==> src/mrs_slave.sv <==
// Purpose: Modbus RTU slave frame handler, byte level
// Assumes: Byte UART outside on mclk_i; application register port outside
// Notes:   Package and top module share this file
`timescale 1ns/1ps
package mrs_pkg;
  localparam logic [7:0]  ADDR_BCAST  = 8'h00;
  localparam logic [7:0]  ADDR_MAX    = 8'hf7;
  localparam logic [7:0]  FC_RD_HOLD  = 8'h03;
  localparam logic [7:0]  FC_WR_ONE   = 8'h06;
  localparam logic [7:0]  FC_WR_MANY  = 8'h10;
  localparam logic [7:0]  FC_RD_INPUT = 8'h04;
  localparam logic [7:0]  EXC_FLAG    = 8'h80;
  localparam logic [7:0]  ERR_FUNC    = 8'h01;
  localparam logic [7:0]  ERR_ADDR    = 8'h02;
  localparam logic [7:0]  ERR_COUNT   = 8'h03;
  localparam logic [7:0]  ERR_ACCESS  = 8'h04;
  localparam logic [15:0] CRC_INIT    = 16'hffff;
  localparam logic [15:0] CRC_POLY    = 16'ha001;
  localparam logic [6:0]  RD_MAX      = 7'h7d;
  localparam logic [6:0]  WR_MAX      = 7'h7b;
  localparam logic [8:0]  LEN_FIXED   = 9'h008;
  localparam logic [8:0]  LEN_MIN     = 9'h004;
  localparam logic [8:0]  LEN_LIMIT   = 9'h100;
  localparam logic [7:0]  DATA_IDX    = 8'h07;
  localparam int unsigned CHAR_BITS   = 11;
  localparam int unsigned END_HALFCH  = 7;
  localparam int unsigned ABT_HALFCH  = 3;
  localparam int unsigned BAUDS [5]   = '{2400, 4800, 9600, 19200, 38400};
  localparam logic [2:0]  BAUD_DEF    = 3'h2;
  localparam logic [2:0]  BAUD_LAST   = 3'h4;

  typedef enum {ST_RX, ST_EVAL, ST_WRD, ST_REQ, ST_STO, ST_TX, ST_TXW} mrs_state_type;
  typedef enum {K_EXC, K_ECHO, K_RD} mrs_kind_type;

  function automatic logic [15:0] crc_step(input logic [15:0] c, input logic [7:0] b);
    logic [15:0] v;
    v = c ^ {8'h00, b};
    for (int i = 0; i < 8; i++) begin
      v = v[0] ? ((v >> 1) ^ CRC_POLY) : (v >> 1);
    end
    return v;
  endfunction
endpackage

module mrs_slave import mrs_pkg::*; #(
  parameter int unsigned CLK_HZ      = 50_000_000,
  parameter int unsigned HOLD_COUNT  = 65536,
  parameter int unsigned INPUT_COUNT = 65536
) (
  input  wire logic        mclk_i,
  input  wire logic        rst_n_i,
  input  wire logic [7:0]  own_addr_i,
  input  wire logic [2:0]  baud_sel_i,
  input  wire logic [7:0]  rx_data_i,
  input  wire logic        rx_valid_i,
  input  wire logic        rx_err_i,
  input  wire logic        tx_busy_i,
  output logic      [7:0]  tx_data_o,
  output logic             tx_start_o,
  output logic             tx_drive_o,
  output logic             reg_req_o,
  output logic             reg_we_o,
  output logic             reg_input_o,
  output logic      [15:0] reg_addr_o,
  output logic      [15:0] reg_wdata_o,
  input  wire logic [15:0] reg_rdata_i,
  input  wire logic        reg_ack_i,
  input  wire logic        reg_err_i
);
  initial begin
    if (CLK_HZ < 1_000_000 || CLK_HZ > 400_000_000) $error("mrs_slave: CLK_HZ out of range");
    if (HOLD_COUNT > 65536 || INPUT_COUNT > 65536) $error("mrs_slave: map too large");
  end

  // Least time rounds up, longest time rounds down
  function automatic logic [23:0] gap_cyc(input int unsigned half, input int unsigned baud,
                                          input bit up);
    longint unsigned num;
    longint unsigned den;
    num = longint'(half) * CHAR_BITS * CLK_HZ;
    den = longint'(baud) * 2;
    return 24'(up ? (num + den - 1) / den : num / den);
  endfunction

  localparam logic [23:0] END_CYC [5] = '{gap_cyc(END_HALFCH, BAUDS[0], 1'b1),
    gap_cyc(END_HALFCH, BAUDS[1], 1'b1), gap_cyc(END_HALFCH, BAUDS[2], 1'b1),
    gap_cyc(END_HALFCH, BAUDS[3], 1'b1), gap_cyc(END_HALFCH, BAUDS[4], 1'b1)};
  localparam logic [23:0] ABT_CYC [5] = '{gap_cyc(ABT_HALFCH, BAUDS[0], 1'b0),
    gap_cyc(ABT_HALFCH, BAUDS[1], 1'b0), gap_cyc(ABT_HALFCH, BAUDS[2], 1'b0),
    gap_cyc(ABT_HALFCH, BAUDS[3], 1'b0), gap_cyc(ABT_HALFCH, BAUDS[4], 1'b0)};

  mrs_state_type state_reg;
  mrs_kind_type  kind_reg;
  logic [23:0]   gap_reg;
  logic          armed_reg;
  logic          bad_reg;
  logic [8:0]    len_reg;
  logic [15:0]   crc_rx_reg;
  logic [15:0]   crc_tx_reg;
  logic [7:0]    addr_b_reg;
  logic [7:0]    fc_b_reg;
  logic [15:0]   w0_reg;
  logic [15:0]   w1_reg;
  logic [7:0]    bc_reg;
  logic [7:0]    err_reg;
  logic [6:0]    wcnt_reg;
  logic [1:0]    sub_reg;
  logic [7:0]    lo_reg;
  logic [8:0]    idx_reg;
  logic          hold_reg;
  logic [7:0]    mem_rdata;

  // Baud selection and silence thresholds
  wire [2:0]  bsel      = (baud_sel_i > BAUD_LAST) ? BAUD_DEF : baud_sel_i;
  wire [23:0] end_cyc   = END_CYC[bsel];
  wire [23:0] abt_cyc   = ABT_CYC[bsel];
  wire        gap_end   = gap_reg >= end_cyc;
  wire        gap_abort = gap_reg > abt_cyc;

  // Frame qualification
  wire own_ok    = (own_addr_i != ADDR_BCAST) && (own_addr_i <= ADDR_MAX);
  wire is_bcast  = addr_b_reg == ADDR_BCAST;
  wire addr_hit  = is_bcast || (own_ok && addr_b_reg == own_addr_i);
  wire frame_ok  = !bad_reg && len_reg >= LEN_MIN && crc_rx_reg == 16'h0000;
  wire frame_end = state_reg == ST_RX && armed_reg && len_reg != 9'h000 && gap_end;
  wire rx_take   = state_reg == ST_RX && rx_valid_i && armed_reg;
  wire frame_go  = frame_end && frame_ok && addr_hit;

  // Request decoding
  wire is_read   = fc_b_reg == FC_RD_HOLD || fc_b_reg == FC_RD_INPUT;
  wire [6:0] n7  = w1_reg[6:0];
  wire n_hi_zero = w1_reg[15:7] == 9'h000;
  wire rd_cnt_ok = n_hi_zero && n7 != 7'h00 && n7 <= RD_MAX;
  wire wr_cnt_ok = n_hi_zero && n7 != 7'h00 && n7 <= WR_MAX && bc_reg == {n7, 1'b0};
  wire wr_len_ok = len_reg == 9'(LEN_FIXED + 9'h001 + {n7, 1'b0});
  wire [16:0] span  = {1'b0, w0_reg} + {1'b0, w1_reg};
  wire [16:0] limit = (fc_b_reg == FC_RD_INPUT) ? 17'(INPUT_COUNT) : 17'(HOLD_COUNT);
  wire span_ok   = span <= limit;
  wire one_ok    = {1'b0, w0_reg} < 17'(HOLD_COUNT);
  wire last_reg  = wcnt_reg == 7'(n7 - 7'h01);

  // Reply assembly
  wire [7:0] fc_out   = (kind_reg == K_EXC) ? (fc_b_reg | EXC_FLAG) : fc_b_reg;
  wire [8:0] body_len = (kind_reg == K_EXC) ? 9'h003 : (kind_reg == K_ECHO) ? 9'h006 :
                        9'(9'h003 + {n7, 1'b0});
  wire [8:0] total    = 9'(body_len + 9'h002);
  wire [7:0] echo_b   = (idx_reg == 9'h002) ? w0_reg[15:8] : (idx_reg == 9'h003) ? w0_reg[7:0] :
                        (idx_reg == 9'h004) ? w1_reg[15:8] : w1_reg[7:0];
  wire [7:0] tx_byte  = (idx_reg == 9'h000) ? addr_b_reg :
                        (idx_reg == 9'h001) ? fc_out :
                        (idx_reg == body_len) ? crc_tx_reg[7:0] :
                        (idx_reg == 9'(body_len + 9'h001)) ? crc_tx_reg[15:8] :
                        (kind_reg == K_EXC) ? err_reg :
                        (kind_reg == K_ECHO) ? echo_b :
                        (idx_reg == 9'h002) ? {n7, 1'b0} : mem_rdata;

  // Shared frame store: received bytes, later read values
  wire       mem_we    = rx_take || (state_reg == ST_REQ && reg_ack_i && !reg_we_o) ||
                         state_reg == ST_STO;
  wire [7:0] mem_waddr = (state_reg == ST_RX) ? len_reg[7:0] :
                         {wcnt_reg, state_reg == ST_STO};
  wire [7:0] mem_wdata = (state_reg == ST_RX) ? rx_data_i :
                         (state_reg == ST_STO) ? lo_reg : reg_rdata_i[15:8];
  wire [7:0] mem_raddr = (state_reg == ST_WRD) ? 8'(DATA_IDX + {wcnt_reg, sub_reg[0]}) :
                         8'(idx_reg - 9'h003);

  mrs_frame_mem #(.DW(8), .DEPTH(256)) u_mem (
    .mclk_i  (mclk_i),
    .we_i    (mem_we),
    .waddr_i (mem_waddr),
    .wdata_i (mem_wdata),
    .raddr_i (mem_raddr),
    .rdata_o (mem_rdata)
  );

  // Line silence timer, held clear while this end owns the line
  always_ff @(posedge mclk_i) begin
    if (!rst_n_i || rx_valid_i || state_reg != ST_RX) begin
      gap_reg <= 24'h000000;
    end else if (!gap_end) begin
      gap_reg <= 24'(gap_reg + 24'h000001);
    end
  end

  // Receiver: byte capture, framing and running CRC
  always_ff @(posedge mclk_i) begin
    if (!rst_n_i) begin
      armed_reg  <= 1'b0;
      bad_reg    <= 1'b0;
      len_reg    <= 9'h000;
      crc_rx_reg <= CRC_INIT;
      addr_b_reg <= 8'h00;
      fc_b_reg   <= 8'h00;
      w0_reg     <= 16'h0000;
      w1_reg     <= 16'h0000;
      bc_reg     <= 8'h00;
    end else if (state_reg == ST_TX && idx_reg == total) begin
      armed_reg <= 1'b0;
    end else if (state_reg == ST_EVAL) begin
      // Length is kept until the request has been judged
      len_reg    <= 9'h000;
      bad_reg    <= 1'b0;
      crc_rx_reg <= CRC_INIT;
    end else if (state_reg == ST_RX) begin
      if (gap_end) begin
        armed_reg <= 1'b1;
      end
      if (frame_end) begin
        if (!frame_go) begin
          len_reg    <= 9'h000;
          bad_reg    <= 1'b0;
          crc_rx_reg <= CRC_INIT;
        end
      end else if (rx_take) begin
        len_reg    <= (len_reg == LEN_LIMIT) ? len_reg : 9'(len_reg + 9'h001);
        crc_rx_reg <= crc_step(crc_rx_reg, rx_data_i);
        // Parity or framing errors come flagged from the UART
        if (rx_err_i || len_reg == LEN_LIMIT || (len_reg != 9'h000 && gap_abort)) begin
          bad_reg <= 1'b1;
        end
        if (len_reg == 9'h000) addr_b_reg <= rx_data_i;
        if (len_reg == 9'h001) fc_b_reg <= rx_data_i;
        if (len_reg == 9'h002) w0_reg[15:8] <= rx_data_i;
        if (len_reg == 9'h003) w0_reg[7:0] <= rx_data_i;
        if (len_reg == 9'h004) w1_reg[15:8] <= rx_data_i;
        if (len_reg == 9'h005) w1_reg[7:0] <= rx_data_i;
        if (len_reg == 9'h006) bc_reg <= rx_data_i;
      end
    end
  end

  // Command sequencer and transmitter
  always_ff @(posedge mclk_i) begin
    if (!rst_n_i) begin
      state_reg   <= ST_RX;
      kind_reg    <= K_EXC;
      err_reg     <= 8'h00;
      wcnt_reg    <= 7'h00;
      sub_reg     <= 2'h0;
      lo_reg      <= 8'h00;
      idx_reg     <= 9'h000;
      hold_reg    <= 1'b0;
      crc_tx_reg  <= CRC_INIT;
      tx_data_o   <= 8'h00;
      tx_start_o  <= 1'b0;
      tx_drive_o  <= 1'b0;
      reg_req_o   <= 1'b0;
      reg_we_o    <= 1'b0;
      reg_input_o <= 1'b0;
      reg_addr_o  <= 16'h0000;
      reg_wdata_o <= 16'h0000;
    end else begin
      tx_start_o <= 1'b0;
      unique case (state_reg)
        ST_RX: begin
          if (frame_go) state_reg <= ST_EVAL;
          idx_reg    <= 9'h000;
          crc_tx_reg <= CRC_INIT;
          wcnt_reg   <= 7'h00;
          sub_reg    <= 2'h0;
        end
        ST_EVAL: begin
          reg_addr_o  <= w0_reg;
          reg_input_o <= fc_b_reg == FC_RD_INPUT;
          kind_reg    <= K_EXC;
          state_reg   <= is_bcast ? ST_RX : ST_TX;
          if (is_read) begin
            reg_we_o <= 1'b0;
            if (len_reg != LEN_FIXED || is_bcast) begin
              state_reg <= ST_RX;
            end else if (!rd_cnt_ok) begin
              err_reg <= ERR_COUNT;
            end else if (!span_ok) begin
              err_reg <= ERR_ADDR;
            end else begin
              state_reg <= ST_REQ;
              reg_req_o <= 1'b1;
            end
          end else if (fc_b_reg == FC_WR_ONE) begin
            reg_we_o    <= 1'b1;
            reg_wdata_o <= w1_reg;
            if (len_reg != LEN_FIXED) begin
              state_reg <= ST_RX;
            end else if (!one_ok) begin
              err_reg <= ERR_ADDR;
            end else begin
              state_reg <= ST_REQ;
              reg_req_o <= 1'b1;
            end
          end else if (fc_b_reg == FC_WR_MANY) begin
            reg_we_o <= 1'b1;
            if (!wr_cnt_ok || !wr_len_ok) begin
              err_reg <= ERR_COUNT;
            end else if (!span_ok) begin
              err_reg <= ERR_ADDR;
            end else begin
              state_reg <= ST_WRD;
            end
          end else begin
            err_reg <= ERR_FUNC;
          end
        end
        ST_WRD: begin
          sub_reg <= 2'(sub_reg + 2'h1);
          if (sub_reg == 2'h1) reg_wdata_o[15:8] <= mem_rdata;
          if (sub_reg == 2'h2) begin
            reg_wdata_o[7:0] <= mem_rdata;
            sub_reg   <= 2'h0;
            reg_req_o <= 1'b1;
            state_reg <= ST_REQ;
          end
        end
        ST_REQ: begin
          if (reg_ack_i) begin
            reg_req_o <= 1'b0;
            lo_reg    <= reg_rdata_i[7:0];
            if (reg_err_i) begin
              kind_reg  <= K_EXC;
              err_reg   <= ERR_ACCESS;
              state_reg <= is_bcast ? ST_RX : ST_TX;
            end else if (!reg_we_o) begin
              state_reg <= ST_STO;
            end else if (fc_b_reg == FC_WR_ONE || last_reg) begin
              kind_reg  <= K_ECHO;
              state_reg <= is_bcast ? ST_RX : ST_TX;
            end else begin
              wcnt_reg   <= 7'(wcnt_reg + 7'h01);
              reg_addr_o <= 16'(reg_addr_o + 16'h0001);
              state_reg  <= ST_WRD;
            end
          end
        end
        ST_STO: begin
          wcnt_reg   <= 7'(wcnt_reg + 7'h01);
          reg_addr_o <= 16'(reg_addr_o + 16'h0001);
          if (last_reg) begin
            kind_reg  <= K_RD;
            state_reg <= ST_TX;
          end else begin
            reg_req_o <= 1'b1;
            state_reg <= ST_REQ;
          end
        end
        ST_TX: begin
          if (idx_reg == total) begin
            tx_drive_o <= 1'b0;
            state_reg  <= ST_RX;
          end else begin
            tx_drive_o <= 1'b1;
            tx_data_o  <= tx_byte;
            tx_start_o <= 1'b1;
            if (idx_reg < body_len) crc_tx_reg <= crc_step(crc_tx_reg, tx_byte);
            idx_reg    <= 9'(idx_reg + 9'h001);
            hold_reg   <= 1'b1;
            state_reg  <= ST_TXW;
          end
        end
        ST_TXW: begin
          // One spare cycle lets the UART raise busy; bytes go back to back
          hold_reg <= 1'b0;
          if (!hold_reg && !tx_busy_i) state_reg <= ST_TX;
        end
      endcase
    end
  end
endmodule

==> src/mrs_frame_mem.sv <==
// Purpose: Frame byte store with registered read data
// Assumes: One write port and one read port on the same clock
// Notes:   Read data appear one clock after the read address
`timescale 1ns/1ps
module mrs_frame_mem #(
  parameter int unsigned DW    = 8,
  parameter int unsigned DEPTH = 256
) (
  input  wire logic                     mclk_i,
  input  wire logic                     we_i,
  input  wire logic [$clog2(DEPTH)-1:0] waddr_i,
  input  wire logic [DW-1:0]            wdata_i,
  input  wire logic [$clog2(DEPTH)-1:0] raddr_i,
  output logic      [DW-1:0]            rdata_o
);
  initial begin
    if (DW == 0 || DEPTH < 2) $error("mrs_frame_mem: bad geometry");
  end

  logic [DW-1:0] mem_reg [DEPTH];

  // No reset on the array, so it maps onto block memory
  always_ff @(posedge mclk_i) begin
    if (we_i) begin
      mem_reg[waddr_i] <= wdata_i;
    end
    rdata_o <= mem_reg[raddr_i];
  end
endmodule

==> config.mk <==
export PLATFORM = sky130hd
export DESIGN_NAME = mrs_slave
export DESIGN_NICKNAME = d
export VERILOG_FILES = /design/src/mrs_slave.sv /design/src/mrs_frame_mem.sv
export SDC_FILE = /design/constraint.sdc
export NUM_CORES = 2
export LEC_CHECK = 0
export BUFFER_PORTS_ARGS = -buffer_cell sky130_fd_sc_hd__buf_2
export CORE_MARGIN = 1.5
export CORE_UTILIZATION = 40
export DETAILED_ROUTE_END_ITERATION = 10
export GPL_TIMING_DRIVEN = 1
export PLACE_DENSITY = 0.61
export SLEW_MARGIN = 20
export SYNTH_ARGS = -nofsm -noshare
export SYNTH_HDL_FRONTEND = slang
export SYNTH_SLANG_ARGS = --single-unit
export TNS_END_PERCENT = 20
==> constraint.sdc <==
create_clock -name mclk_i -period 24.1 [get_ports mclk_i]
set_clock_uncertainty 0.1 [all_clocks]
set_input_delay 4.82 -clock mclk_i [delete_from_list [all_inputs] [get_ports mclk_i]]
set_output_delay 4.82 -clock mclk_i [all_outputs]
set_load 0.02 [all_outputs]
=== Word level (Yosys, flattened, before mapping) ===
Memories as Yosys holds them, arrays and structs flattened. A register that Yosys moved wholly into a read port is not among the register bits.
Cells that the tools add are included.

* Flip-flop bits (word level): 267
* Memory bits (writable): 2048
* ROM bits: 384
* Logic and storage cells: 363
* Memories: 3

* Add/sub/neg operators: 14
* $lt $le $gt $ge: 10
* Equality and inequality tests: 62
* Multiplexer cells: 131
* Bitwise logic cells: 24
* Reduce and logical (&&, ||, !) cells: 89

{| class="wikitable"
|+ Memories
! memory !! words !! width !! read ports !! clocked after memory_dff !! wr ports !! line !! text
|-
| u_mem.mem_reg || 256 || 8 || 1 || 1 || 1 || mrs_frame_mem.sv:20 || <nowiki>logic [DW-1:0] mem_reg [DEPTH];</nowiki>
|-
| (name not given) || 8 || 24 || 1 || 0 || 0 || mrs_slave.sv:116 || <nowiki>wire [23:0] abt_cyc = ABT_CYC[bsel];</nowiki>
|-
| (name not given) || 8 || 24 || 1 || 0 || 0 || mrs_slave.sv:115 || <nowiki>wire [23:0] end_cyc = END_CYC[bsel];</nowiki>
|}

{| class="wikitable"
|+ Operators by type and width
! operator !! number
|-
| 16-bit 2-to-1 mux || 29
|-
| 32-bit 2-to-1 mux || 11
|-
| 32-bit one-hot mux with 7 select lines || 1
|-
| 8-bit 2-to-1 mux || 26
|-
| 32-bit by 3-bit == test with 1-bit output (second input constant) || 5
|-
| 32-bit by 2-bit == test with 1-bit output (second input constant) || 4
|-
| 32-bit zero test || 3
|-
| 24-bit 2-to-1 mux || 4
|-
| 32-bit one-hot mux with 3 select lines || 1
|-
| 9-bit 2-to-1 mux || 9
|-
| 32-bit by 4-bit == test with 1-bit output (second input constant) || 2
|-
| 16-bit one-hot mux with 2 select lines || 2
|-
| 2-bit inverter with 3-bit output || 16
|-
| 16-bit one-hot mux with 3 select lines || 1
|-
| 6-bit AND reduction || 7
|-
| 3-bit 2-to-1 mux || 13
|-
| 9-bit by 2-bit == test with 1-bit output (second input constant) || 4
|-
| 9-bit by 3-bit == test with 1-bit output (second input constant) || 4
|-
| 9-bit == test || 4
|-
| 32-bit by 1-bit == test with 1-bit output (second input constant) || 1
|-
| 32-bit nonzero test || 1
|-
| 16-bit by 8-bit bitwise XOR with 16-bit output || 2
|-
| 2-bit inequality test (second input constant) || 15
|-
| 5-bit AND reduction || 6
|-
| other kinds (61) || 159
|}

=== Longest topological paths before layout ===
* Word-level depth: 30
* Depth in mapped cells: 22
* Depth with buffers taken out: 20

=== Hierarchy ===
Synthesis repeated with hierarchy kept, for this count alone.

* Cell total of the unflattened synthesis: 5588
* Area, all modules: 93901.3 µm²

{| class="wikitable"
|+ By module, submodules not included
! module !! times used !! cells an instance !! area each (µm²)
|-
| mrs_frame_mem || 1 || 3733 || 79556.3
|-
| mrs_slave || 1 || 1855 || 14345.0
|}

=== Least setup slack after synthesis ===
Ideal clock, no wire load.

* Kind: in2reg
* Start: input port rx_data_i[5]
* End: memory u_mem.mem_reg[0][5] (data pin)
* Data arrival time: 12.048 ns
* Data required time: 22.421 ns
* Setup slack: 10.373 ns
* Stages: 3
* Buffers on the path: 1
* Cells stage by stage: clkbuf_1 -> mux2i_1 -> a21oi_1

* Word-level cells in the longest chain between the ends: 1

{| class="wikitable"
|+ RTL lines
! item !! line !! text
|-
| start, declared || mrs_slave.sv:54 || <nowiki>input wire logic [7:0] rx_data_i,</nowiki>
|-
| 8-bit 2-to-1 mux || mrs_slave.sv:162 || <nowiki>wire [7:0] mem_wdata = (state_reg == ST_RX) ? rx_data_i :</nowiki>
|-
| via mem_wdata[5] || mrs_slave.sv:162 ||
|-
| end, declared || mrs_frame_mem.sv:20 ||
|}

The timed path passes the listed nets, and every way through them passes these cells.

=== Worst setup path after layout ===
* Start: input port baud_sel_i[0]
* End: register w1_reg[15]

* Word-level cells in the longest chain between the ends: 10

{| class="wikitable"
|+ RTL lines
! item !! line !! text
|-
| start, declared || mrs_slave.sv:53 || <nowiki>input wire logic [2:0] baud_sel_i,</nowiki>
|-
| 3-bit greater-than comparator || mrs_slave.sv:114 || <nowiki>wire [2:0] bsel = (baud_sel_i > BAUD_LAST) ? BAUD_DEF : baud_sel_i;</nowiki>
|-
| 3-bit 2-to-1 mux * || mrs_slave.sv:114 ||
|-
| 3-bit inverter with 4-bit output (implied by the code) * || mrs_slave.sv:115 ||
|-
| memory 8 x 24 bit * || - ||
|-
| 24-bit 2-to-1 mux (implied by the code) * (2 in a row) || mrs_slave.sv:115 ||
|-
| 24-bit greater-or-equal comparator * || mrs_slave.sv:117 || <nowiki>wire gap_end = gap_reg >= end_cyc;</nowiki>
|-
| 1-bit logical AND * || mrs_slave.sv:125 || <nowiki>wire frame_end = state_reg == ST_RX && armed_reg && len_reg != 9'h000 && gap_end;</nowiki>
|-
| 1-bit inverter (no source line) * || - ||
|-
| 6-bit AND reduction (no source line) * || - ||
|-
| end signal, assigned || mrs_slave.sv:225 || <nowiki>if (len_reg == 9'h004) w1_reg[15:8] <= rx_data_i;</nowiki>
|-
| end, declared || mrs_slave.sv:103 || <nowiki>logic [15:0] w1_reg;</nowiki>
|}

Mark *: on every way between the ends. The rest lies on a longest branch, timed or not. The select of a mux whose other input is x is not followed.
A chain may end at the register's enable or synchronous reset.

==> qor.yml <==
clocking:
  cts_hold_buf: 0
  htreeDepth: 4
  cts.reportedPaths.clkPinSlew_ps: 60
  cts-resized-gates: 0
  tritoncts: "yes"
  clock-sinks: 2264
  postCtsSetupRepairBufs: 0
  clk_latency_ps: 870
  root_buffer: "clkbuf_16"
  clockBufferDepth: 3
  cts_buffers: 227
detailed_routing:
  drt_iter0_drc: 5401
  wl_per_cell_um: 26.2
  drtPass1Iterations: 6
  drc: 0
  antenna_left: 0
  avgViaCountPerCell: 5.71
  num_vias: 51517
  routed_wl_um: 237000
global_route:
  overflow: 0
  grt_pass1_wl_um: 349000
  grt_max_degree: 233
  grt_pass1_vias: 51390
  track_usage_pct: 19.6
  antenna_found_initial: 3
setup_path:
  crit_path_max_incr_delay_ps: 860
  crit_buf_inv: 4
  end_kind: "register"
  criticalPathCategory: "input port to register"
  critPathArrivalTime_ps: 9410
  crit_family: "compound AO/OA/AOI/OAI gates"
  cp_max_fo: 8
  r2r_cells: 18
  cp-start-kind: "input port"
  cp_slowest_cell: "a2111oi_1"
  crit_chain: "buf_2, nor2b_1, ha_1, nand2_1, inv_1, nor2_1, ha_1, a21o_1, a21oi_1, nor2b_1, a2111oi_1, inv_1, a2111oi_0, buf_4, o21a_1, and3_1, mux2i_1, nor2_1"
  worst_ep_required_time_ps: 24700
  crit_cells: 18
place:
  place_inst: 8596
  gp_congestion: 0.877
  numPortBuffers: 86
  place_worst_setup_slack_ps: 14510
  dp_hpwl_um: 139000
timing:
  finalCritPeriodShare_pct: 36.5
  final-setup-viol-count: 0
  fin_ws_ps: 15300
  hold_viol_final: 0
  slew_headroom_pct: 20.3
  max_slew.worst_pin.slew_ps: 1190
  rsz0062_at_grt: "false"
  tns_ps: 0
  drv_slew: 0
  period_needed_ps: 8800
  fmax_ghz: 0.114
power:
  p_seq_share_pct: 53.6
  powerDensity_nw_per_um2: 75.2
  switchingPower_mw: 1.61
  sw_frac_of_total_pct: 20.2
  vdd_ir_drop_max_mv: 0.0751
  internal_power_mw: 6.36
  combPwrFrac_pct: 1.2
  clkPwrFrac_pct: 45.1
  leakagePower_nw: 35.1
logic_synthesis:
  synthArstFlopShare_pct: 0
  synth-edff-count: 2048
  yosys_most_used_dff: "edfxtp_1"
  ys_ff_latch: 2264
  avgSynthCellArea_um2: 16.7
  synth_nets: 5762
  netlist_area_um2: 94300
  yosysWarnings: 0
  synth_cells: 5632
  synth.distinct_cells: 84
  ys_seq_area_share_pct: 69.8
final_layout:
  fillers: 20228
  regArea_um2: 65800
  layoutNonFillerInstCount: 9024
  areaGrowthSynthToFinish_pct: 12.5
  drive_gt1_share_pct: 18.5
  fin_nets: 5808
  largest_reg_flops: 2048
  multi_input_area_um2: 27200
  antenna_cells: 0
die:
  design.die.area_um2: 239000
  initial_utilization_pct: 40.2
  rows: 178
  coreArea_um2: 235000
  pin_count: 87
  dieHeight_um: 489
  die_w_um: 489
run:
  drv_cap: 0
worst_hold_path:
  hp-class: "register to register"
  hold-path-cell-count: 2
status:
  outcome: "finished, final reports clean"
synthesized netlist by cell type, drive strengths merged (7+ instances only):
library cell  instances  share of area [%]
clkbuf              266                1.1
edfxtp             2048                 65
o32ai                10              0.093
mux2i               227                2.4
o2111ai              11               0.10
buf                  86               0.38
xor2                 47               0.44
nor3                 45               0.24
nand2               199               0.79
nand3b                9              0.072
nor4                 26               0.19
nor2                515                2.1
ha                   87                1.2
xnor2                68               0.63
o21a                 13               0.10
a22oi                 8              0.064
a21o                 25               0.20
and2                 34               0.23
nor2b               146               0.97
mux4                512                 12
nand4                25               0.17
a211oi              245                1.9
a31oi                10              0.066
and3                 30               0.20
dfxtp               216                4.6
or3                  31               0.21
nor3b                10              0.085
a21oi               263                1.4
nand2b               21               0.14
or2                   8              0.053
nand3                63               0.33
o21ai               127               0.68
inv                  72               0.29
a2111oi               9               0.10
o31ai                17               0.14
a311oi                7              0.065
o22ai                15              0.099
o211ai               12              0.096
layout make-up:
type                            count  share of cell area (%)
Clock inverter                    162                    1.63
Sequential cell                  2264                    62.0
Tap cell                         3150                    3.72
Timing Repair Buffer              169                    1.19
Multi-Input combinational cell   2944                    25.6
Clock buffer                      263                    5.56
Inverter                           72                   0.256
layer usage:
layer | GRT usage, % | vias to the layer above | share of wire (%)
met4 | 5.59 | 0 | 2.7
met3 | 3.32 | 366 | 6.6
met1 | 27.8 | 26895 | 43
li1 | - | 22462 | -
met2 | 31.3 | 1794 | 47
met5 | 0 | - | 0
logic make-up (layout without fill, tap and decap cells):
group                    count (synthesis)  count (layout)  share of synthesized area, %
flip-flops                            2264            2264                          69.8
XOR/XNOR                               118             118                          1.15
AO/OA/AOI/OAI                          822             822                          5.66
multiplexers                           744             744                          14.7
adder cells (fa/ha/maj)                 88              88                          1.18
AND/OR/NAND/NOR                       1172            1172                          5.83
buffers and inverters                  424             666                          1.72
final timing paths:
| path | startpoint | end | slack, ps |
|---|---|---|---|
| worst max-delay path | baud_sel_i[0] | w1_reg[15] | 15300 |
| worst min-delay path | gap_reg[22] | gap_reg[22] | 330 |
| worst max register to register | state_reg[1] | u_mem.rdata_o[3] | 16830 |
| worst min register to register | gap_reg[22] | gap_reg[22] | 330 |
cell usage in the layout, fill, tap and decap left out, types with 71 or more instances in the layout:
cell type / count
mux4_2: 512
o21ai_0: 117
nor2_1: 513
clkbuf_16: 229
ha_1: 87
nand2_1: 183
buf_2: 86
mux2i_1: 227
a211oi_1: 245
dfxtp_1: 216
a21oi_1: 249
nor2b_1: 146
inv_1: 71
edfxtp_1: 2048
metrics by stage:
step | power (mW) | cell area, µm² | hold WS [ps] | util, %
floorplan | 4.43 | 94300 | 303 | -
detailed placement | 4.46 | 98400 | 315 | 41.9
finish | 7.97 | 106000 | 325 | 45.2
global route | 8.18 | 106000 | 347 | 45.2
global placement | 4.46 | 98400 | 311 | 41.9
CTS | 8.02 | 106000 | 323 | 45.2
power groups by stage:
stage / registers (mW) / logic, mW / clock network (mW)
finish: 4.28 / 0.0989 / 3.60
global route: 4.28 / 0.107 / 3.80
CTS: 4.28 / 0.0985 / 3.65
detailed placement: 4.36 / 0.0987 / 0
global placement: 4.36 / 0.0939 / 0
floorplan: 4.39 / 0.0464 / 0
worst reg2reg max path, cell delays in order (launching register included):
cell and delay [ps]:
dfxtp_1 730, inv_1 300, nor3_2 180, buf_4 310, nor2_1 120, a21oi_4 140, buf_12 520, buf_12 540
buf_4 560, buf_12 690, buf_4 770, mux4_2 610, nor2b_1 160, a211oi_1 380, a211oi_1 160, a211oi_1 300
a21oi_1 230, mux2i_1 250, mux2i_1 100
No activity file was read; power rests on OpenSTA's default activity.
